<file path="config.mk">
export PLATFORM = sky130hd
export DESIGN_NAME = serial_bridge
export DESIGN_NICKNAME = d
export VERILOG_FILES = /design/src/rtl/uart_bridge_pkg.sv /design/src/rtl/byte_buffer.sv /design/src/rtl/baud_div.sv /design/src/rtl/serial_bridge.sv
export SDC_FILE = /design/constraint.sdc
export NUM_CORES = 2
export LEC_CHECK = 0
export ABC_AREA = 1
export BUFFER_PORTS_ARGS = -buffer_cell sky130_fd_sc_hd__buf_4
export CORE_ASPECT_RATIO = 1.4
export CORE_UTILIZATION = 30
export DETAILED_ROUTE_END_ITERATION = 6
export GPL_ROUTABILITY_DRIVEN = 0
export PLACE_DENSITY_LB_ADDON = 0.3
export REMOVE_ABC_BUFFERS = 1
export SLEW_MARGIN = 20
export SYNTH_ARGS = -nofsm -noshare
export SYNTH_HDL_FRONTEND = slang
export SYNTH_SLANG_ARGS = --single-unit
</file>
<file path="constraint.sdc">
create_clock -name clk -period 11.3 [get_ports clk]
set_input_delay 1.13 -clock clk [delete_from_list [all_inputs] [get_ports clk]]
set_output_delay 1.13 -clock clk [all_outputs]
set_load 0.01 [all_outputs]
</file>
<file path="src/rtl/uart_bridge_pkg.sv">
/*
  Shared constants and types for the bridged serial port: clock rates, the
  default line setting, buffer geometry, register offsets, interrupt bit
  positions and the serial state enumerations.
  Assumes a single system clock; the 12 MHz reference is synthesised from it.
*/
package uart_bridge_pkg;

  // Clocks: the system clock and the reference that baud divisors count
  localparam int unsigned SYS_CLK_HZ = 25_000_000;
  localparam int unsigned REF_CLK_HZ = 12_000_000;
  localparam logic [25:0] REF_ACC_STEP = 26'(REF_CLK_HZ);
  localparam logic [25:0] REF_ACC_WRAP = 26'(SYS_CLK_HZ);
  localparam logic [23:0] REF_DIVIDEND = 24'(REF_CLK_HZ);

  // Line setting after reset: 19200 baud, 8 data bits, no parity, 1 stop bit
  localparam logic [23:0] DEFAULT_BAUD = 24'h004B00;
  localparam logic [23:0] DEFAULT_DIVISOR = 24'(REF_CLK_HZ / 19200);
  localparam int DATA_BITS = 8;

  // Buffers and the request-to-send trip level
  localparam int BUF_DEPTH = 64;
  localparam int RTS_TRIP = 63;

  // Register offsets (byte addresses)
  localparam logic [7:0] CTRL_OFF = 8'h00;
  localparam logic [7:0] LINE_BAUD_OFF = 8'h04;
  localparam logic [7:0] TX_DATA_OFF = 8'h08;
  localparam logic [7:0] RX_DATA_OFF = 8'h0C;
  localparam logic [7:0] STATUS_OFF = 8'h10;
  localparam logic [7:0] IRQ_STAT_OFF = 8'h14;
  localparam logic [7:0] IRQ_MASK_OFF = 8'h18;
  localparam logic [7:0] DIVISOR_OFF = 8'h1C;

  // Control register fields
  localparam int CTRL_FLOW_BIT = 0;
  localparam int CTRL_INVERT_BIT = 1;
  localparam int CTRL_WAKE_BIT = 2;

  // Interrupt status / mask bit positions
  localparam int IRQ_W = 6;
  localparam int IRQ_RX_READY = 0;
  localparam int IRQ_TX_DONE = 1;
  localparam int IRQ_RX_OVERRUN = 2;
  localparam int IRQ_FRAMING = 3;
  localparam int IRQ_SUSPEND = 4;
  localparam int IRQ_RESUME = 5;

  typedef enum logic [1:0] {TX_IDLE, TX_START, TX_DATA, TX_STOP} tx_state_t;
  typedef enum logic [1:0] {RX_IDLE, RX_START, RX_DATA, RX_STOP} rx_state_t;

endpackage

</file>
<file path="src/rtl/byte_buffer.sv">
/*
  Byte buffer of parameterised width and depth with a read pointer and a fill
  count. When full and told to overwrite, a push replaces the last entry and
  the pointers stay put.
  Assumes the caller checks empty before relying on pop_data.
*/
`timescale 1ns/1ps
module byte_buffer import uart_bridge_pkg::*; #(
  parameter int WIDTH = 8,
  parameter int DEPTH = 64,
  localparam int AW = $clog2(DEPTH),
  localparam int CW = $clog2(DEPTH + 1)
) (
  input wire logic clk, // System clock
  input wire logic reset_n, // Asynchronous reset, active low
  input wire logic push, // Write one entry
  input wire logic [WIDTH-1:0] push_data, // Entry to write
  input wire logic overwrite, // When full, replace the last entry
  input wire logic pop, // Drop the oldest entry
  output logic [WIDTH-1:0] pop_data, // Oldest entry
  output logic [CW-1:0] count, // Entries held
  output logic full, // Count equals depth
  output logic empty // Count is zero
);

  typedef struct packed {
    logic [AW-1:0] rd_ptr;
    logic [CW-1:0] fill;
  } buf_state_t;

  buf_state_t state_reg, state_next;
  logic [WIDTH-1:0] mem [DEPTH];
  logic do_pop, do_push, do_over;
  logic [AW-1:0] wr_idx;

  assign full = (state_reg.fill == CW'(DEPTH));
  assign empty = (state_reg.fill == '0);
  assign count = state_reg.fill;
  assign pop_data = mem[state_reg.rd_ptr];

  // Full without a pop: pointers frozen, the last slot takes the new byte
  always_comb begin
    do_pop = pop && !empty;
    do_over = push && full && !do_pop && overwrite;
    do_push = push && (!full || do_pop);
    wr_idx = state_reg.rd_ptr + state_reg.fill[AW-1:0];
    if (do_over) begin
      wr_idx = state_reg.rd_ptr - AW'(1);
    end
    state_next = state_reg;
    if (do_pop) begin
      state_next.rd_ptr = state_reg.rd_ptr + AW'(1);
    end
    state_next.fill = state_reg.fill + CW'(do_push) - CW'(do_pop);
  end

  ////////////////////////////////////////////////////////////////////////////
  // Storage has no reset; only the pointers define what is valid
  always_ff @(posedge clk) begin
    if (do_push || do_over) begin
      mem[wr_idx] <= push_data;
    end
  end

  always_ff @(posedge clk or negedge reset_n) begin
    if (!reset_n) begin
      state_reg <= '0;
    end else begin
      state_reg <= state_next;
    end
  end

endmodule

</file>
<file path="src/rtl/baud_div.sv">
/*
  Sequential restoring divider: quotient = int(reference / requested baud).
  Takes one cycle per quotient bit; busy while working, done for one cycle.
  Assumes start is only given with a non-zero baud.
*/
`timescale 1ns/1ps
module baud_div import uart_bridge_pkg::*; (
  input wire logic clk, // System clock
  input wire logic reset_n, // Asynchronous reset, active low
  input wire logic start, // Begin a division, one-cycle pulse
  input wire logic [23:0] baud, // Requested baud rate
  output logic busy, // Division in progress
  output logic done, // Quotient valid, one-cycle pulse
  output logic [23:0] quotient // Integer part of reference / baud
);

  typedef struct packed {
    logic busy;
    logic done;
    logic [4:0] steps;
    logic [24:0] rem;
    logic [23:0] dvd;
    logic [23:0] den;
    logic [23:0] quo;
  } div_state_t;

  div_state_t state_reg, state_next;
  logic [24:0] trial;

  assign busy = state_reg.busy;
  assign done = state_reg.done;
  assign quotient = state_reg.quo;

  // One quotient bit per cycle, most significant first
  always_comb begin
    state_next = state_reg;
    state_next.done = 1'b0;
    trial = {state_reg.rem[23:0], state_reg.dvd[23]};
    if (start && !state_reg.busy) begin
      state_next.busy = 1'b1;
      state_next.steps = 5'h18;
      state_next.rem = '0;
      state_next.dvd = REF_DIVIDEND;
      state_next.den = baud;
      state_next.quo = '0;
    end else if (state_reg.busy) begin
      state_next.dvd = {state_reg.dvd[22:0], 1'b0};
      if (trial >= {1'b0, state_reg.den}) begin
        state_next.rem = trial - {1'b0, state_reg.den};
        state_next.quo = {state_reg.quo[22:0], 1'b1};
      end else begin
        state_next.rem = trial;
        state_next.quo = {state_reg.quo[22:0], 1'b0};
      end
      state_next.steps = state_reg.steps - 5'h01;
      if (state_reg.steps == 5'h01) begin
        state_next.busy = 1'b0;
        state_next.done = 1'b1;
      end
    end
  end

  always_ff @(posedge clk or negedge reset_n) begin
    if (!reset_n) begin
      state_reg <= '0;
    end else begin
      state_reg <= state_next;
    end
  end

endmodule

</file>
<file path="src/rtl/serial_bridge.sv">
/*
  Serial side of a USB-to-serial bridge: 8N1 transmitter and receiver,
  64-byte buffers each way, RTS/CTS flow control, polarity inversion,
  suspend tracking and an AHB-Lite register slave with interrupts.
  Assumes the USB engine reports suspend, resume and bus reset as one-cycle
  pulses and reaches the port only through the registers.
*/
// Our own choices: the address map and register access over AHB-Lite.
// Summary of operation
// - Reset line setting is 19200 8N1, format fixed
// - Line coding write changes only the baud
// - Divisor is int(12 MHz / baud)
// - Primary rates 300 to 921600 via same divisor
// - Custom rates use the same divider
// - RTS active low means ready to receive
// - RTS deasserts at 63 received characters held
// - CTS sampled just before loading each character
// - Character in flight always completes
// - Full receive buffer overwrites last slot
// - Separate 64-byte transmit and receive buffers
// - Serial input is only data, never control
// - Enter suspend on USB suspend signalling
// - Leave suspend on resume, bus or device reset
// - Flow control enable bit gates RTS/CTS
// - Invert setting flips data and handshake polarity
`timescale 1ns/1ps
module serial_bridge import uart_bridge_pkg::*; #(
  parameter logic FLOW_DEFAULT = 1'b1,
  parameter logic INVERT_DEFAULT = 1'b0,
  parameter int DEPTH = BUF_DEPTH
) (
  input wire logic clk, // 25 MHz system clock
  input wire logic reset_n, // Asynchronous reset, active low
  input wire logic hsel, // AHB slave select
  input wire logic [31:0] haddr, // AHB address
  input wire logic [1:0] htrans, // AHB transfer type
  input wire logic hwrite, // AHB write
  input wire logic [2:0] hsize, // AHB size, word only
  input wire logic [31:0] hwdata, // AHB write data
  input wire logic hready, // AHB bus ready
  output logic hreadyout, // Always ready
  output logic hresp, // Always OKAY
  output logic [31:0] hrdata, // AHB read data
  output logic irq, // Level interrupt
  input wire logic usb_suspend, // Suspend signalling seen, pulse
  input wire logic usb_resume, // Resume signalling seen, pulse
  input wire logic usb_bus_reset, // USB bus reset seen, pulse
  output logic suspended, // Device in suspend
  output logic tx_pin, // Serial data out
  input wire logic rx_pin, // Serial data in
  output logic rts_pin, // Request to send
  input wire logic cts_pin // Clear to send
);

  localparam int CW = $clog2(DEPTH + 1);

  typedef struct packed {
    logic flow_en;
    logic invert;
    logic suspended;
    logic [23:0] baud;
    logic [23:0] divisor;
    logic div_start;
    logic [IRQ_W-1:0] irq_stat;
    logic [IRQ_W-1:0] irq_mask;
    logic [25:0] ref_acc;
    tx_state_t tx_state;
    logic [2:0] tx_bit;
    logic [23:0] tx_cnt;
    logic [7:0] tx_shift;
    logic tx_line;
    rx_state_t rx_state;
    logic [2:0] rx_bit;
    logic [23:0] rx_cnt;
    logic [7:0] rx_shift;
    logic ahb_wr;
    logic [7:0] ahb_addr;
    logic [31:0] rdata;
  } bridge_state_t;

  bridge_state_t state_reg, state_next;

  logic ref_tick, tx_bit_end, rx_bit_end, rx_half;
  logic rx_norm, cts_active, rts_active, addr_ok;
  logic tx_load, tx_done_ev, rx_push, rx_ok_ev, rx_ferr_ev;
  logic rx_pop, tx_push;
  logic [IRQ_W-1:0] irq_set, irq_clr;
  logic [7:0] tx_head, rx_head;
  logic [CW-1:0] tx_count, rx_count;
  logic tx_full, tx_empty, rx_full, rx_empty;
  logic div_busy, div_done;
  logic [23:0] div_quo;

  ////////////////////////////////////////////////////////////////////////////
  // Buffers and divider
  byte_buffer #(.WIDTH(DATA_BITS), .DEPTH(DEPTH)) tx_buf (
    .clk(clk),
    .reset_n(reset_n),
    .push(tx_push),
    .push_data(hwdata[7:0]),
    .overwrite(1'b0),
    .pop(tx_load),
    .pop_data(tx_head),
    .count(tx_count),
    .full(tx_full),
    .empty(tx_empty)
  );

  // Receive side always overwrites when full; with flow control on, RTS
  // has already told the far end to stop one character earlier
  byte_buffer #(.WIDTH(DATA_BITS), .DEPTH(DEPTH)) rx_buf (
    .clk(clk),
    .reset_n(reset_n),
    .push(rx_push),
    .push_data(state_reg.rx_shift),
    .overwrite(1'b1),
    .pop(rx_pop),
    .pop_data(rx_head),
    .count(rx_count),
    .full(rx_full),
    .empty(rx_empty)
  );

  baud_div divider (
    .clk(clk),
    .reset_n(reset_n),
    .start(state_reg.div_start),
    .baud(state_reg.baud),
    .busy(div_busy),
    .done(div_done),
    .quotient(div_quo)
  );

  ////////////////////////////////////////////////////////////////////////////
  // Line polarity and handshakes
  always_comb begin
    rx_norm = rx_pin ^ state_reg.invert;
    cts_active = state_reg.invert ? cts_pin : !cts_pin;
    rts_active = !(state_reg.flow_en && (rx_count >= CW'(RTS_TRIP)));
    rts_pin = state_reg.invert ? rts_active : !rts_active;
    tx_pin = state_reg.tx_line ^ state_reg.invert;
  end

  // Bus answers at once, so wait states never occur
  assign hreadyout = 1'b1;
  assign hresp = 1'b0;
  assign hrdata = state_reg.rdata;
  assign suspended = state_reg.suspended;
  assign irq = |(state_reg.irq_stat & state_reg.irq_mask);

  // Reference tick: fractional accumulator gives 12 MHz worth of ticks
  always_comb begin
    ref_tick = (state_reg.ref_acc + REF_ACC_STEP) >= REF_ACC_WRAP;
    tx_bit_end = ref_tick && (state_reg.tx_cnt == state_reg.divisor - 24'h000001);
    rx_bit_end = ref_tick && (state_reg.rx_cnt == state_reg.divisor - 24'h000001);
    rx_half = ref_tick && (state_reg.rx_cnt == {1'b0, state_reg.divisor[23:1]});
  end

  // Bus strobes: reads pop in the address phase, writes act in the data phase
  always_comb begin
    addr_ok = hsel && htrans[1] && hready;
    rx_pop = addr_ok && !hwrite && (haddr[7:0] == RX_DATA_OFF);
    tx_push = state_reg.ahb_wr && (state_reg.ahb_addr == TX_DATA_OFF) && !tx_full;
  end

  ////////////////////////////////////////////////////////////////////////////
  // Next-state logic
  always_comb begin
    state_next = state_reg;
    state_next.div_start = 1'b0;
    tx_load = 1'b0;
    tx_done_ev = 1'b0;
    rx_push = 1'b0;
    rx_ok_ev = 1'b0;
    rx_ferr_ev = 1'b0;
    irq_clr = '0;

    // Reference accumulator
    if (ref_tick) begin
      state_next.ref_acc = state_reg.ref_acc + REF_ACC_STEP - REF_ACC_WRAP;
    end else begin
      state_next.ref_acc = state_reg.ref_acc + REF_ACC_STEP;
    end

    // Transmitter: CTS checked only in idle, never mid-frame
    if (ref_tick) begin
      state_next.tx_cnt = tx_bit_end ? '0 : state_reg.tx_cnt + 24'h000001;
    end
    case (state_reg.tx_state)
      TX_IDLE: begin
        state_next.tx_line = 1'b1;
        state_next.tx_cnt = '0;
        if (!tx_empty && (!state_reg.flow_en || cts_active)) begin
          tx_load = 1'b1;
          state_next.tx_shift = tx_head;
          state_next.tx_line = 1'b0;
          state_next.tx_state = TX_START;
        end
      end
      TX_START: begin
        if (tx_bit_end) begin
          state_next.tx_line = state_reg.tx_shift[0];
          state_next.tx_bit = '0;
          state_next.tx_state = TX_DATA;
        end
      end
      TX_DATA: begin
        if (tx_bit_end) begin
          state_next.tx_shift = {1'b0, state_reg.tx_shift[7:1]};
          state_next.tx_bit = state_reg.tx_bit + 3'h1;
          if (state_reg.tx_bit == 3'h7) begin
            state_next.tx_line = 1'b1;
            state_next.tx_state = TX_STOP;
          end else begin
            state_next.tx_line = state_reg.tx_shift[1];
          end
        end
      end
      TX_STOP: begin
        if (tx_bit_end) begin
          tx_done_ev = 1'b1;
          state_next.tx_state = TX_IDLE;
        end
      end
      default: state_next.tx_state = TX_IDLE;
    endcase

    // Receiver: received bytes go only to the buffer, never decoded
    if (ref_tick) begin
      state_next.rx_cnt = state_reg.rx_cnt + 24'h000001;
    end
    case (state_reg.rx_state)
      RX_IDLE: begin
        state_next.rx_cnt = '0;
        if (!rx_norm) begin
          state_next.rx_state = RX_START;
        end
      end
      RX_START: begin
        if (rx_half) begin
          state_next.rx_cnt = '0;
          state_next.rx_bit = '0;
          state_next.rx_state = rx_norm ? RX_IDLE : RX_DATA; // Glitch rejected
        end
      end
      RX_DATA: begin
        if (rx_bit_end) begin
          state_next.rx_cnt = '0;
          state_next.rx_shift = {rx_norm, state_reg.rx_shift[7:1]};
          state_next.rx_bit = state_reg.rx_bit + 3'h1;
          if (state_reg.rx_bit == 3'h7) begin
            state_next.rx_state = RX_STOP;
          end
        end
      end
      RX_STOP: begin
        if (rx_bit_end) begin
          state_next.rx_state = RX_IDLE;
          if (rx_norm) begin
            rx_push = 1'b1;
            rx_ok_ev = 1'b1;
          end else begin
            rx_ferr_ev = 1'b1;
          end
        end
      end
      default: state_next.rx_state = RX_IDLE;
    endcase

    // Divider result replaces the divisor; zero quotient clamps to one
    if (div_done) begin
      state_next.divisor = (div_quo == '0) ? 24'h000001 : div_quo;
    end

    // Suspend tracking; leaving it beats entering it in the same cycle
    if (usb_suspend) begin
      state_next.suspended = 1'b1;
    end
    if (usb_resume || usb_bus_reset) begin
      state_next.suspended = 1'b0;
    end

    // Bus address phase: latch the access and register read data
    state_next.ahb_wr = addr_ok && hwrite;
    if (addr_ok) begin
      state_next.ahb_addr = haddr[7:0];
    end
    if (addr_ok && !hwrite) begin
      case (haddr[7:0])
        CTRL_OFF: state_next.rdata = {30'h0, state_reg.invert, state_reg.flow_en};
        LINE_BAUD_OFF: state_next.rdata = {8'h00, state_reg.baud};
        RX_DATA_OFF: state_next.rdata = {24'h0, rx_empty ? 8'h00 : rx_head};
        STATUS_OFF: state_next.rdata = {10'h0, div_busy, cts_active, rts_active,
          state_reg.suspended, state_reg.rx_state != RX_IDLE,
          state_reg.tx_state != TX_IDLE, 1'b0, 7'(tx_count), 1'b0, 7'(rx_count)};
        IRQ_STAT_OFF: state_next.rdata = {26'h0, state_reg.irq_stat};
        IRQ_MASK_OFF: state_next.rdata = {26'h0, state_reg.irq_mask};
        DIVISOR_OFF: state_next.rdata = {8'h00, state_reg.divisor};
        default: state_next.rdata = 32'h0000_0000;
      endcase
    end

    // Bus data phase writes; only the baud field is taken from line coding
    if (state_reg.ahb_wr) begin
      case (state_reg.ahb_addr)
        CTRL_OFF: begin
          state_next.flow_en = hwdata[CTRL_FLOW_BIT];
          state_next.invert = hwdata[CTRL_INVERT_BIT];
          if (hwdata[CTRL_WAKE_BIT]) begin
            state_next.suspended = 1'b0;
          end
        end
        LINE_BAUD_OFF: begin
          if (hwdata[23:0] != '0 && !div_busy) begin
            state_next.baud = hwdata[23:0];
            state_next.div_start = 1'b1;
          end
        end
        IRQ_STAT_OFF: irq_clr = hwdata[IRQ_W-1:0];
        IRQ_MASK_OFF: state_next.irq_mask = hwdata[IRQ_W-1:0];
        default: ;
      endcase
    end

    // Sticky interrupt status: a set in the clearing cycle wins
    irq_set = '0;
    irq_set[IRQ_RX_READY] = rx_ok_ev;
    irq_set[IRQ_TX_DONE] = tx_done_ev;
    irq_set[IRQ_RX_OVERRUN] = rx_push && rx_full;
    irq_set[IRQ_FRAMING] = rx_ferr_ev;
    irq_set[IRQ_SUSPEND] = usb_suspend && !state_reg.suspended;
    irq_set[IRQ_RESUME] = state_reg.suspended && !state_next.suspended;
    state_next.irq_stat = (state_reg.irq_stat & ~irq_clr) | irq_set;
  end

  ////////////////////////////////////////////////////////////////////////////
  // State register; the line setting comes up at 19200 8N1
  always_ff @(posedge clk or negedge reset_n) begin
    if (!reset_n) begin
      state_reg <= '0;
      state_reg.flow_en <= FLOW_DEFAULT;
      state_reg.invert <= INVERT_DEFAULT;
      state_reg.baud <= DEFAULT_BAUD;
      state_reg.divisor <= DEFAULT_DIVISOR;
      state_reg.tx_line <= 1'b1;
      state_reg.tx_state <= TX_IDLE;
      state_reg.rx_state <= RX_IDLE;
    end else begin
      state_reg <= state_next;
    end
  end

endmodule

</file>
# Word-level counts from Yosys, hierarchy flattened
# Memory sizes are Yosys's and may differ from the RTL's.
# Index checks and enable logic that the tools add are counted.
totals:
  reg_bits: 335
  ramBits: 1024
  inputBits: 79
  output_inout_bits: 38
  elab_cells: 229
  n_memories: 2
op_classes:
  n_addsub: 18
  n_lt_le_gt_ge: 3
  n_eq_ne: 34
  muxes: 68
  bitwise: 6
  reduce_logical: 66
mem_list:
  columns: ["memory", "words", "width", "rd", "rd_clocked_by_memory_dff", "wr", "line_no", "source"]
  rows:
  - ["rx_buf.mem", 64, 8, 1, 0, 1, "byte_buffer.sv:32", "logic [WIDTH-1:0] mem [DEPTH];"]
  - ["tx_buf.mem", 64, 8, 1, 0, 1, "byte_buffer.sv:32", null]
ops:
  columns: ["operator", "n"]
  rows:
  - ["two-way mux 24 bit", 9]
  - ["one-hot mux 24 bit (7 select lines)", 1]
  - ["one-hot mux 24 bit (3 select lines)", 1]
  - ["two-way mux 56 bit", 1]
  - ["two-way mux 54 bit", 1]
  - ["two-way mux 25 bit", 2]
  - ["adder 24 x 1 -> 24 bit (second input constant)", 2]
  - ["equality test 24 bit", 2]
  - ["equality test 8 x 5 -> 1 bit (second input constant)", 6]
  - ["two-way mux 37 bit", 1]
  - ["two-way mux 29 bit", 1]
  - ["two-way mux 1 bit", 28]
  - ["adder 26 x 24 -> 26 bit (second input constant)", 1]
  - [">= comparator 26 x 25 -> 1 bit (second input constant)", 1]
  - ["two-way mux 26 bit", 1]
  - ["subtractor 26 x 25 -> 26 bit (second input constant)", 1]
  - [">= comparator 25 x 24 -> 1 bit", 1]
  - ["subtractor 25 x 24 -> 25 bit", 1]
  - ["equality test 24 x 23 -> 1 bit", 1]
  - ["logical NOT 24 bit", 1]
  - ["nonzero test 24 bit", 1]
  - ["subtractor 24 x 1 -> 24 bit (second input constant)", 1]
  - ["logical AND 1 bit", 22]
  - ["!= test 2 bit (second input constant)", 10]
  - ["other kinds (39)", 98]

# Depth between registers and ports, before layout
logic_depth:
  depth_word: 11
  mapped_depth: 29
  ltp_nobuf: 29

# Hierarchy
# Synthesis repeated with hierarchy kept, for this count alone.
hier_totals:
  hier_cells: 6593
  hier_area_um2: 63492.1
modules_own_cells:
  columns: ["mod", "instances", "cells_each", "area_each_um2", "seq_area_each_um2"]
  rows:
  - ["byte_buffer (tx_buf)", 1, 1947, 22246.3, 15700.1]
  - ["byte_buffer (rx_buf)", 1, 1946, 22172.5, 15700.1]
  - ["serial_bridge", 1, 1887, 13112.6, 4818.4]
  - ["baud_div", 1, 813, 5960.7, 2377.3]

# Worst setup path before layout
# No wires, ideal clock.
synth_path:
  path_kind: "input to register"
  startpoint: "input port haddr[1]"
  endpoint: "memory rx_buf.mem[32][0], enable pin"
  setup_ns: 0.370
  t_arrival_ns: 4.285
  required_time_ns: 10.930
  path_slack_ns: 6.644
  path_stages: 18
  n_path_buf: 0
  path_cell_list: "nor2_1 -> inv_1 -> nor3_1 -> nand2_1 -> nor2_1 -> inv_1 -> nor2_1 -> inv_1 -> nand2_1 -> inv_1 -> nand4_4 -> nand2_1 -> fa_1 -> a21oi_1 -> o21bai_1 -> xnor2_1 -> nand4_2 -> nor2_1"
synth_via:
  elab_chain_len: 8
  word_cells_on_any_way: 11
  cone_classes: "eq/ne (1); mux (3); reduce/logical (7)"
synth_lines:
  columns: ["item", "line_no", "source"]
  rows:
  - ["start: declaration", "serial_bridge.sv:35", "input wire logic [31:0] haddr,"]
  - ["equality test 8 x 4 -> 1 bit (*)", "serial_bridge.sv:162", "rx_pop = addr_ok && !hwrite && (haddr[7:0] == RX_DATA_OFF);"]
  - ["logical AND 1 bit (*)", "serial_bridge.sv:162", null]
  - ["logical AND 1 bit (*)", "byte_buffer.sv:43", "do_pop = pop && !empty;"]
  - ["logical OR 1 bit / logical NOT 1 bit (equally long branches)", "byte_buffer.sv:45, byte_buffer.sv:44", null]
  - ["logical AND 1 bit, on equally long branches", "byte_buffer.sv:45, byte_buffer.sv:44", null]
  - ["logical OR 1 bit", "byte_buffer.sv:60", "if (do_push || do_over) begin"]
  - ["two-way mux 1 bit", "byte_buffer.sv:60", null]
  - ["two-way mux 1 bit (not written as such)", "byte_buffer.sv:61", "mem[wr_idx] <= push_data;"]
  - ["end: declaration", "byte_buffer.sv:32", null]
# Every way passes the cells marked *; elsewhere a longest branch is shown, timed or not.

# Worst setup path in the final report
layout_path:
  startpoint: "register state_reg[155] in the netlist's numbering"
  endpoint: "memory rx_buf.mem[43][5], enable pin"
layout_via:
  elab_chain_len: 10
  word_cells_on_any_way: 12
  cone_classes: "add/sub (1); eq/ne (1); mux (5); reduce/logical (5)"
layout_lines:
  columns: ["item", "line_no", "source"]
  rows:
  - ["start: declaration", "serial_bridge.sv:81", "bridge_state_t state_reg, state_next;"]
  - ["start signal: assignment", "serial_bridge.sv:349", "state_reg <= state_next;"]
  - ["subtractor 24 x 1 -> 24 bit (*)", "serial_bridge.sv:155", "rx_bit_end = ref_tick && (state_reg.rx_cnt == state_reg.divisor - 24'h000001);"]
  - ["equality test 24 bit (*)", "serial_bridge.sv:155", null]
  - ["logical AND 1 bit (*)", "serial_bridge.sv:155", null]
  - ["two-way mux 1 bit (*)", "serial_bridge.sv:257", "if (rx_bit_end) begin"]
  - ["two-way mux 1 bit (*)", "serial_bridge.sv:232", "case (state_reg.rx_state)"]
  - ["logical AND 1 bit (2 in a row)", "byte_buffer.sv:44", "do_over = push && full && !do_pop && overwrite;"]
  - ["logical OR 1 bit", "byte_buffer.sv:60", null]
  - ["two-way mux 1 bit", "byte_buffer.sv:60", null]
  - ["two-way mux 1 bit (not written as such)", "byte_buffer.sv:61", null]
# Marks and branches as above.

==> impl_metrics.xml <==
<?xml version="1.0" encoding="UTF-8"?>
<metrics>
  <group name="clock_tree">
    <metric name="insertion_delay" unit="ps">800</metric>
    <metric name="worst_setup_hold_path_clk_slew" unit="ps">70</metric>
    <metric name="cts_htree_levels" unit="">4</metric>
    <metric name="clock_path_buffers" unit="">4</metric>
    <metric name="cts.root.buffer_cell" unit="">sky130_fd_sc_hd__clkbuf_16</metric>
    <metric name="cts_setup_buffers" unit="">0</metric>
    <metric name="postCtsHoldBufs" unit="">0</metric>
    <metric name="number_of_buffers_added_by_the_clock_tree_synthesis_step" unit="">139</metric>
    <metric name="tritoncts" unit="">done</metric>
    <metric name="number_of_sinks_driven_by_the_clock_tree" unit="">1337</metric>
    <metric name="post_cts_resized" unit="">0</metric>
  </group>
  <group name="sta">
    <metric name="tightestPinTransition" unit="ps">1130</metric>
    <metric name="timing.final.max_slew_violations" unit="">0</metric>
    <metric name="finalSetupTns" unit="ps">0</metric>
    <metric name="final.setup.worst_slack" unit="ps">5590</metric>
    <metric name="rsz0062_at_grt" unit="">false</metric>
    <metric name="layout_min_cycle_time" unit="ps">5710</metric>
    <metric name="hold_viol" unit="">0</metric>
    <metric name="clock.fmax" unit="GHz">0.175</metric>
    <metric name="timing.final.crit_share" unit="%">50.5</metric>
    <metric name="slew-limit-headroom" unit="%">23.8</metric>
    <metric name="clock-skew-final" unit="ps">65.1</metric>
    <metric name="setup-violations-final" unit="">0</metric>
  </group>
  <group name="global_route">
    <metric name="grt.total_usage" unit="%">16.3</metric>
    <metric name="grt-ovfl-total" unit="">0</metric>
    <metric name="number_of_antenna_violations_at_the_first_check_in_global_routing" unit="">4</metric>
    <metric name="grt_pass1_wl" unit="mm">255</metric>
    <metric name="grt_pass1_vias" unit="">40900</metric>
    <metric name="pin_count_of_the_biggest_net_entering_global_routing" unit="">167</metric>
  </group>
  <group name="yosys">
    <metric name="netlist_instances" unit="">5659</metric>
    <metric name="syn-cell-area" unit="um2">60200</metric>
    <metric name="syn-mean-instance-area" unit="um2">10.6</metric>
    <metric name="largest_family_of_logic_cells_by_synthesized_area" unit="">simple AND/OR/NAND/NOR gates</metric>
    <metric name="ys_dominant_reg_cell" unit="">sky130_fd_sc_hd__edfxtp_1</metric>
    <metric name="yosysUniqueCellTypes" unit="">69</metric>
    <metric name="postSynthRegisterBits" unit="">1337</metric>
    <metric name="synth_compound_area_share" unit="%">12.5</metric>
    <metric name="yosys.area_share.simple" unit="%">14.8</metric>
    <metric name="synth_sequential_area_ratio" unit="%">64.2</metric>
    <metric name="yosys.area_share.xor_xnor" unit="%">2.01</metric>
    <metric name="yosys.area_share.adder" unit="%">1.87</metric>
    <metric name="post_synth_mux_area_share" unit="%">0.110</metric>
    <metric name="number_of_synthesized_flops_with_an_enable_pin" unit="">1024</metric>
    <metric name="postSynth.asyncResetShare" unit="%">23.4</metric>
    <metric name="yosys_warnings" unit="">0</metric>
  </group>
  <group name="setup_path">
    <metric name="crit_start" unit="">state_reg[155]$_DFFE_PN1P_</metric>
    <metric name="reg2regPathDepth" unit="">23</metric>
    <metric name="timing.critical_path.required" unit="ps">11690</metric>
    <metric name="critPathCaptureType" unit="">register</metric>
    <metric name="slowest_delay" unit="ps">760</metric>
    <metric name="crit_top_cell" unit="">sky130_fd_sc_hd__nand2_1</metric>
    <metric name="crit_path_cell_chain" unit="">inv_2 -&gt; ha_1 -&gt; nand2_4 -&gt; nor2_8 -&gt; nand3_1 -&gt; nand2_1 -&gt; nand3_1 -&gt; nand2_1 -&gt; nor2_1 -&gt; nand2_1 -&gt; nor2_1 -&gt; nand2_1 -&gt; nor2_4 -&gt; nand4_4 -&gt; nand2_1 -&gt; ha_1 -&gt; inv_1 -&gt; fa_1 -&gt; a21oi_1 -&gt; o21bai_1 -&gt; xnor2_1 -&gt; nand4_2 -&gt; nor2_1</metric>
    <metric name="path_max_fanout" unit="">9</metric>
    <metric name="timing.setup.critical_path_class" unit="">reg -&gt; reg</metric>
    <metric name="cp.arrival" unit="ps">6100</metric>
    <metric name="regToRegStartpoint" unit="">state_reg[155]$_DFFE_PN1P_</metric>
    <metric name="timing.critical_path.slowest_stage_cell" unit="">sky130_fd_sc_hd__nor2_1</metric>
    <metric name="crit_path_start_kind" unit="">register</metric>
  </group>
  <group name="routing">
    <metric name="ant_nets" unit="">0</metric>
    <metric name="dr.pass1.iters" unit="">6</metric>
    <metric name="post_drt_via_cell_ratio" unit="">5.04</metric>
    <metric name="post-route-drc-count" unit="">0</metric>
    <metric name="detailroute.via_count" unit="">42200</metric>
    <metric name="drt_first_iter_violations" unit="">3586</metric>
    <metric name="routed_wl" unit="mm">171</metric>
    <metric name="avgRoutedWirePerCell" unit="um">20.4</metric>
  </group>
  <group name="power_and_ir_drop">
    <metric name="powerDensity" unit="nW/um2">202</metric>
    <metric name="netSwitchingFraction" unit="%">33.6</metric>
    <metric name="worst_ir_drop_vdd" unit="mV">0.135</metric>
    <metric name="cell_internal_pwr" unit="W">0.00906</metric>
    <metric name="sequentialPowerShare" unit="%">41.3</metric>
    <metric name="total_power" unit="W">0.0136</metric>
    <metric name="leakage" unit="nW">25.4</metric>
    <metric name="power_frac_clock" unit="%">33.3</metric>
    <metric name="p_comb_share" unit="%">25.5</metric>
    <metric name="power.switching" unit="W">0.00458</metric>
  </group>
  <group name="status">
    <metric name="status" unit="">finished clean</metric>
  </group>
  <group name="floorplanning">
    <metric name="floorplan.die.width" unit="um">380</metric>
    <metric name="io-pin-count" unit="">117</metric>
    <metric name="initial_core_util" unit="%">30.2</metric>
    <metric name="core_area" unit="um2">199000</metric>
    <metric name="dieArea" unit="um2">202000</metric>
    <metric name="fp.dieH" unit="um">532</metric>
    <metric name="num_rows" unit="">194</metric>
  </group>
  <group name="final_layout">
    <metric name="post-route-util" unit="%">33.9</metric>
    <metric name="layout-drive-gt1-share" unit="%">7.54</metric>
    <metric name="layout-area-overhead-vs-synth" unit="%">12.3</metric>
    <metric name="layout_nets" unit="">5785</metric>
  </group>
  <group name="placed_design">
    <metric name="placement.io_buffers" unit="">70</metric>
    <metric name="post-dp-hpwl" unit="mm">108</metric>
    <metric name="place_ws" unit="ps">4920</metric>
  </group>
  <group name="job">
    <metric name="max_cap_violations" unit="">0</metric>
  </group>
  <group name="hold_path">
    <metric name="timing.hold.worst.class" unit="">in -&gt; async</metric>
  </group>
</metrics>
routing by layer:
layer	vias up	part of all wire, %	track usage [%]
li1	19900	-	-
met2	1255	50	28.8
met3	323	4.6	1.72
met1	20700	41	20.1
met4	4	4.1	6.91
met5	-	0.013	0
path summary, 6_finish.rpt:
kind / end / slack (ps)
max: rx_buf.mem[43][5]$_DFFE_PP_ / 5590
min: state_reg[133]$_DFF_PN0_ / 430
max reg2reg: rx_buf.mem[43][5]$_DFFE_PP_ / 5590
min reg2reg: hrdata[8]$_DFFE_PN0P_ / 490
max in group asynchronous: state_reg[176]$_DFFE_PN0P_ / 9280
min in group clk: hrdata[8]$_DFFE_PN0P_ / 490
power by group through the flow:
stage,clock network [W],registers (W),logic [W]
6_report,0.00454,0.00563,0.00348
4_1_cts,0.00463,0.00563,0.00348
3_5_place_dp,0,0.00573,0.00347
5_1_grt,0.00479,0.00565,0.00385
2_1_floorplan,0,0.00575,0.00225
3_3_place_gp,0,0.00573,0.00343
worst max-delay path, delay by kind of cell (launching register included):
kind | cells | cell delay (ps)
buffers and inverters | 2 | 190
AND/OR/NAND/NOR | 15 | 2750
AO/OA/AOI/OAI | 2 | 270
adder cells (fa/ha/maj) | 3 | 830
XOR/XNOR | 1 | 590
flip-flops | 1 | 640
synthesized netlist by cell type, types with 6 or more instances:
| cell type | number | area [um2] |
|---|---|---|
| sky130_fd_sc_hd__edfxtp_1 | 1024 | 30700 |
| sky130_fd_sc_hd__nor2_1 | 919 | 3450 |
| sky130_fd_sc_hd__o21ai_0 | 784 | 3920 |
| sky130_fd_sc_hd__nand2_1 | 702 | 2640 |
| sky130_fd_sc_hd__inv_1 | 363 | 1360 |
| sky130_fd_sc_hd__dfrtp_1 | 302 | 7560 |
| sky130_fd_sc_hd__o22ai_1 | 281 | 1760 |
| sky130_fd_sc_hd__clkbuf_1 | 257 | 965 |
| sky130_fd_sc_hd__nand3_1 | 227 | 1140 |
| sky130_fd_sc_hd__xor2_1 | 98 | 858 |
| sky130_fd_sc_hd__a21oi_1 | 97 | 485 |
| sky130_fd_sc_hd__ha_1 | 82 | 1030 |
| sky130_fd_sc_hd__nand4_1 | 66 | 413 |
| sky130_fd_sc_hd__nor3_1 | 58 | 290 |
| sky130_fd_sc_hd__o221ai_1 | 58 | 508 |
| sky130_fd_sc_hd__buf_4 | 38 | 285 |
| sky130_fd_sc_hd__xnor2_1 | 30 | 263 |
| sky130_fd_sc_hd__nor4_1 | 23 | 144 |
| sky130_fd_sc_hd__o211ai_1 | 23 | 173 |
| sky130_fd_sc_hd__nand4_2 | 14 | 175 |
| sky130_fd_sc_hd__a221oi_1 | 11 | 96.3 |
| sky130_fd_sc_hd__dfstp_2 | 11 | 289 |
| sky130_fd_sc_hd__nor2_2 | 11 | 68.8 |
| sky130_fd_sc_hd__a31oi_1 | 10 | 62.6 |
| sky130_fd_sc_hd__nand2_2 | 10 | 62.6 |
| sky130_fd_sc_hd__o21ai_1 | 10 | 50.1 |
| sky130_fd_sc_hd__a22oi_1 | 9 | 67.6 |
| sky130_fd_sc_hd__or2_2 | 8 | 50.1 |
| sky130_fd_sc_hd__buf_1 | 7 | 26.3 |
| sky130_fd_sc_hd__inv_2 | 7 | 26.3 |
| sky130_fd_sc_hd__and2_1 | 6 | 37.5 |
| sky130_fd_sc_hd__nand3_4 | 6 | 105 |
| sky130_fd_sc_hd__nor2_4 | 6 | 67.6 |
| sky130_fd_sc_hd__o21bai_1 | 6 | 45.0 |
cells in the final DEF (no fill, tap or decap), drive strengths merged, types with 58 or more instances in the layout:
cell type / Yosys / routed
a21oi: 97 / 97
clkbuf: 257 / 168
buf: 54 / 122
o22ai: 281 / 281
inv: 370 / 376
o21ai: 794 / 794
nand3: 237 / 237
nand4: 82 / 82
nand2: 716 / 716
ha: 82 / 82
edfxtp: 1024 / 1024
nor3: 60 / 60
o221ai: 58 / 58
nor2: 938 / 938
xor2: 102 / 102
dfrtp: 302 / 302
metrics by stage:
step | cell area (um2) | cells | hold slack [ps]
2_1_floorplan | 58800 | 5356 | 429
3_3_place_gp | 63200 | 8124 | 470
3_5_place_dp | 63200 | 8124 | 468
4_1_cts | 67500 | 8362 | 386
5_1_grt | 67600 | 8363 | 471
6_report | 67600 | 8364 | 431
cell families after synthesis:
kind of cell | after synthesis
flip-flops | 1337
other | 2
AO/OA/AOI/OAI | 1329
XOR/XNOR | 133
multiplexers | 6
buffers and inverters | 686
adder cells (fa/ha/maj) | 87
AND/OR/NAND/NOR | 2079
final cells by class:
type,instances,area (um2)
repair buffers,122,961
well taps,2646,3310
fillers,19900,132000
inverters,375,1420
flip-flops and latches,1337,38600
multi-input cells,3644,18900
diodes,2,5.00
clock buffers,168,3680
clock inverters,70,694
Note: power is estimated with default switching activity, not from simulation.
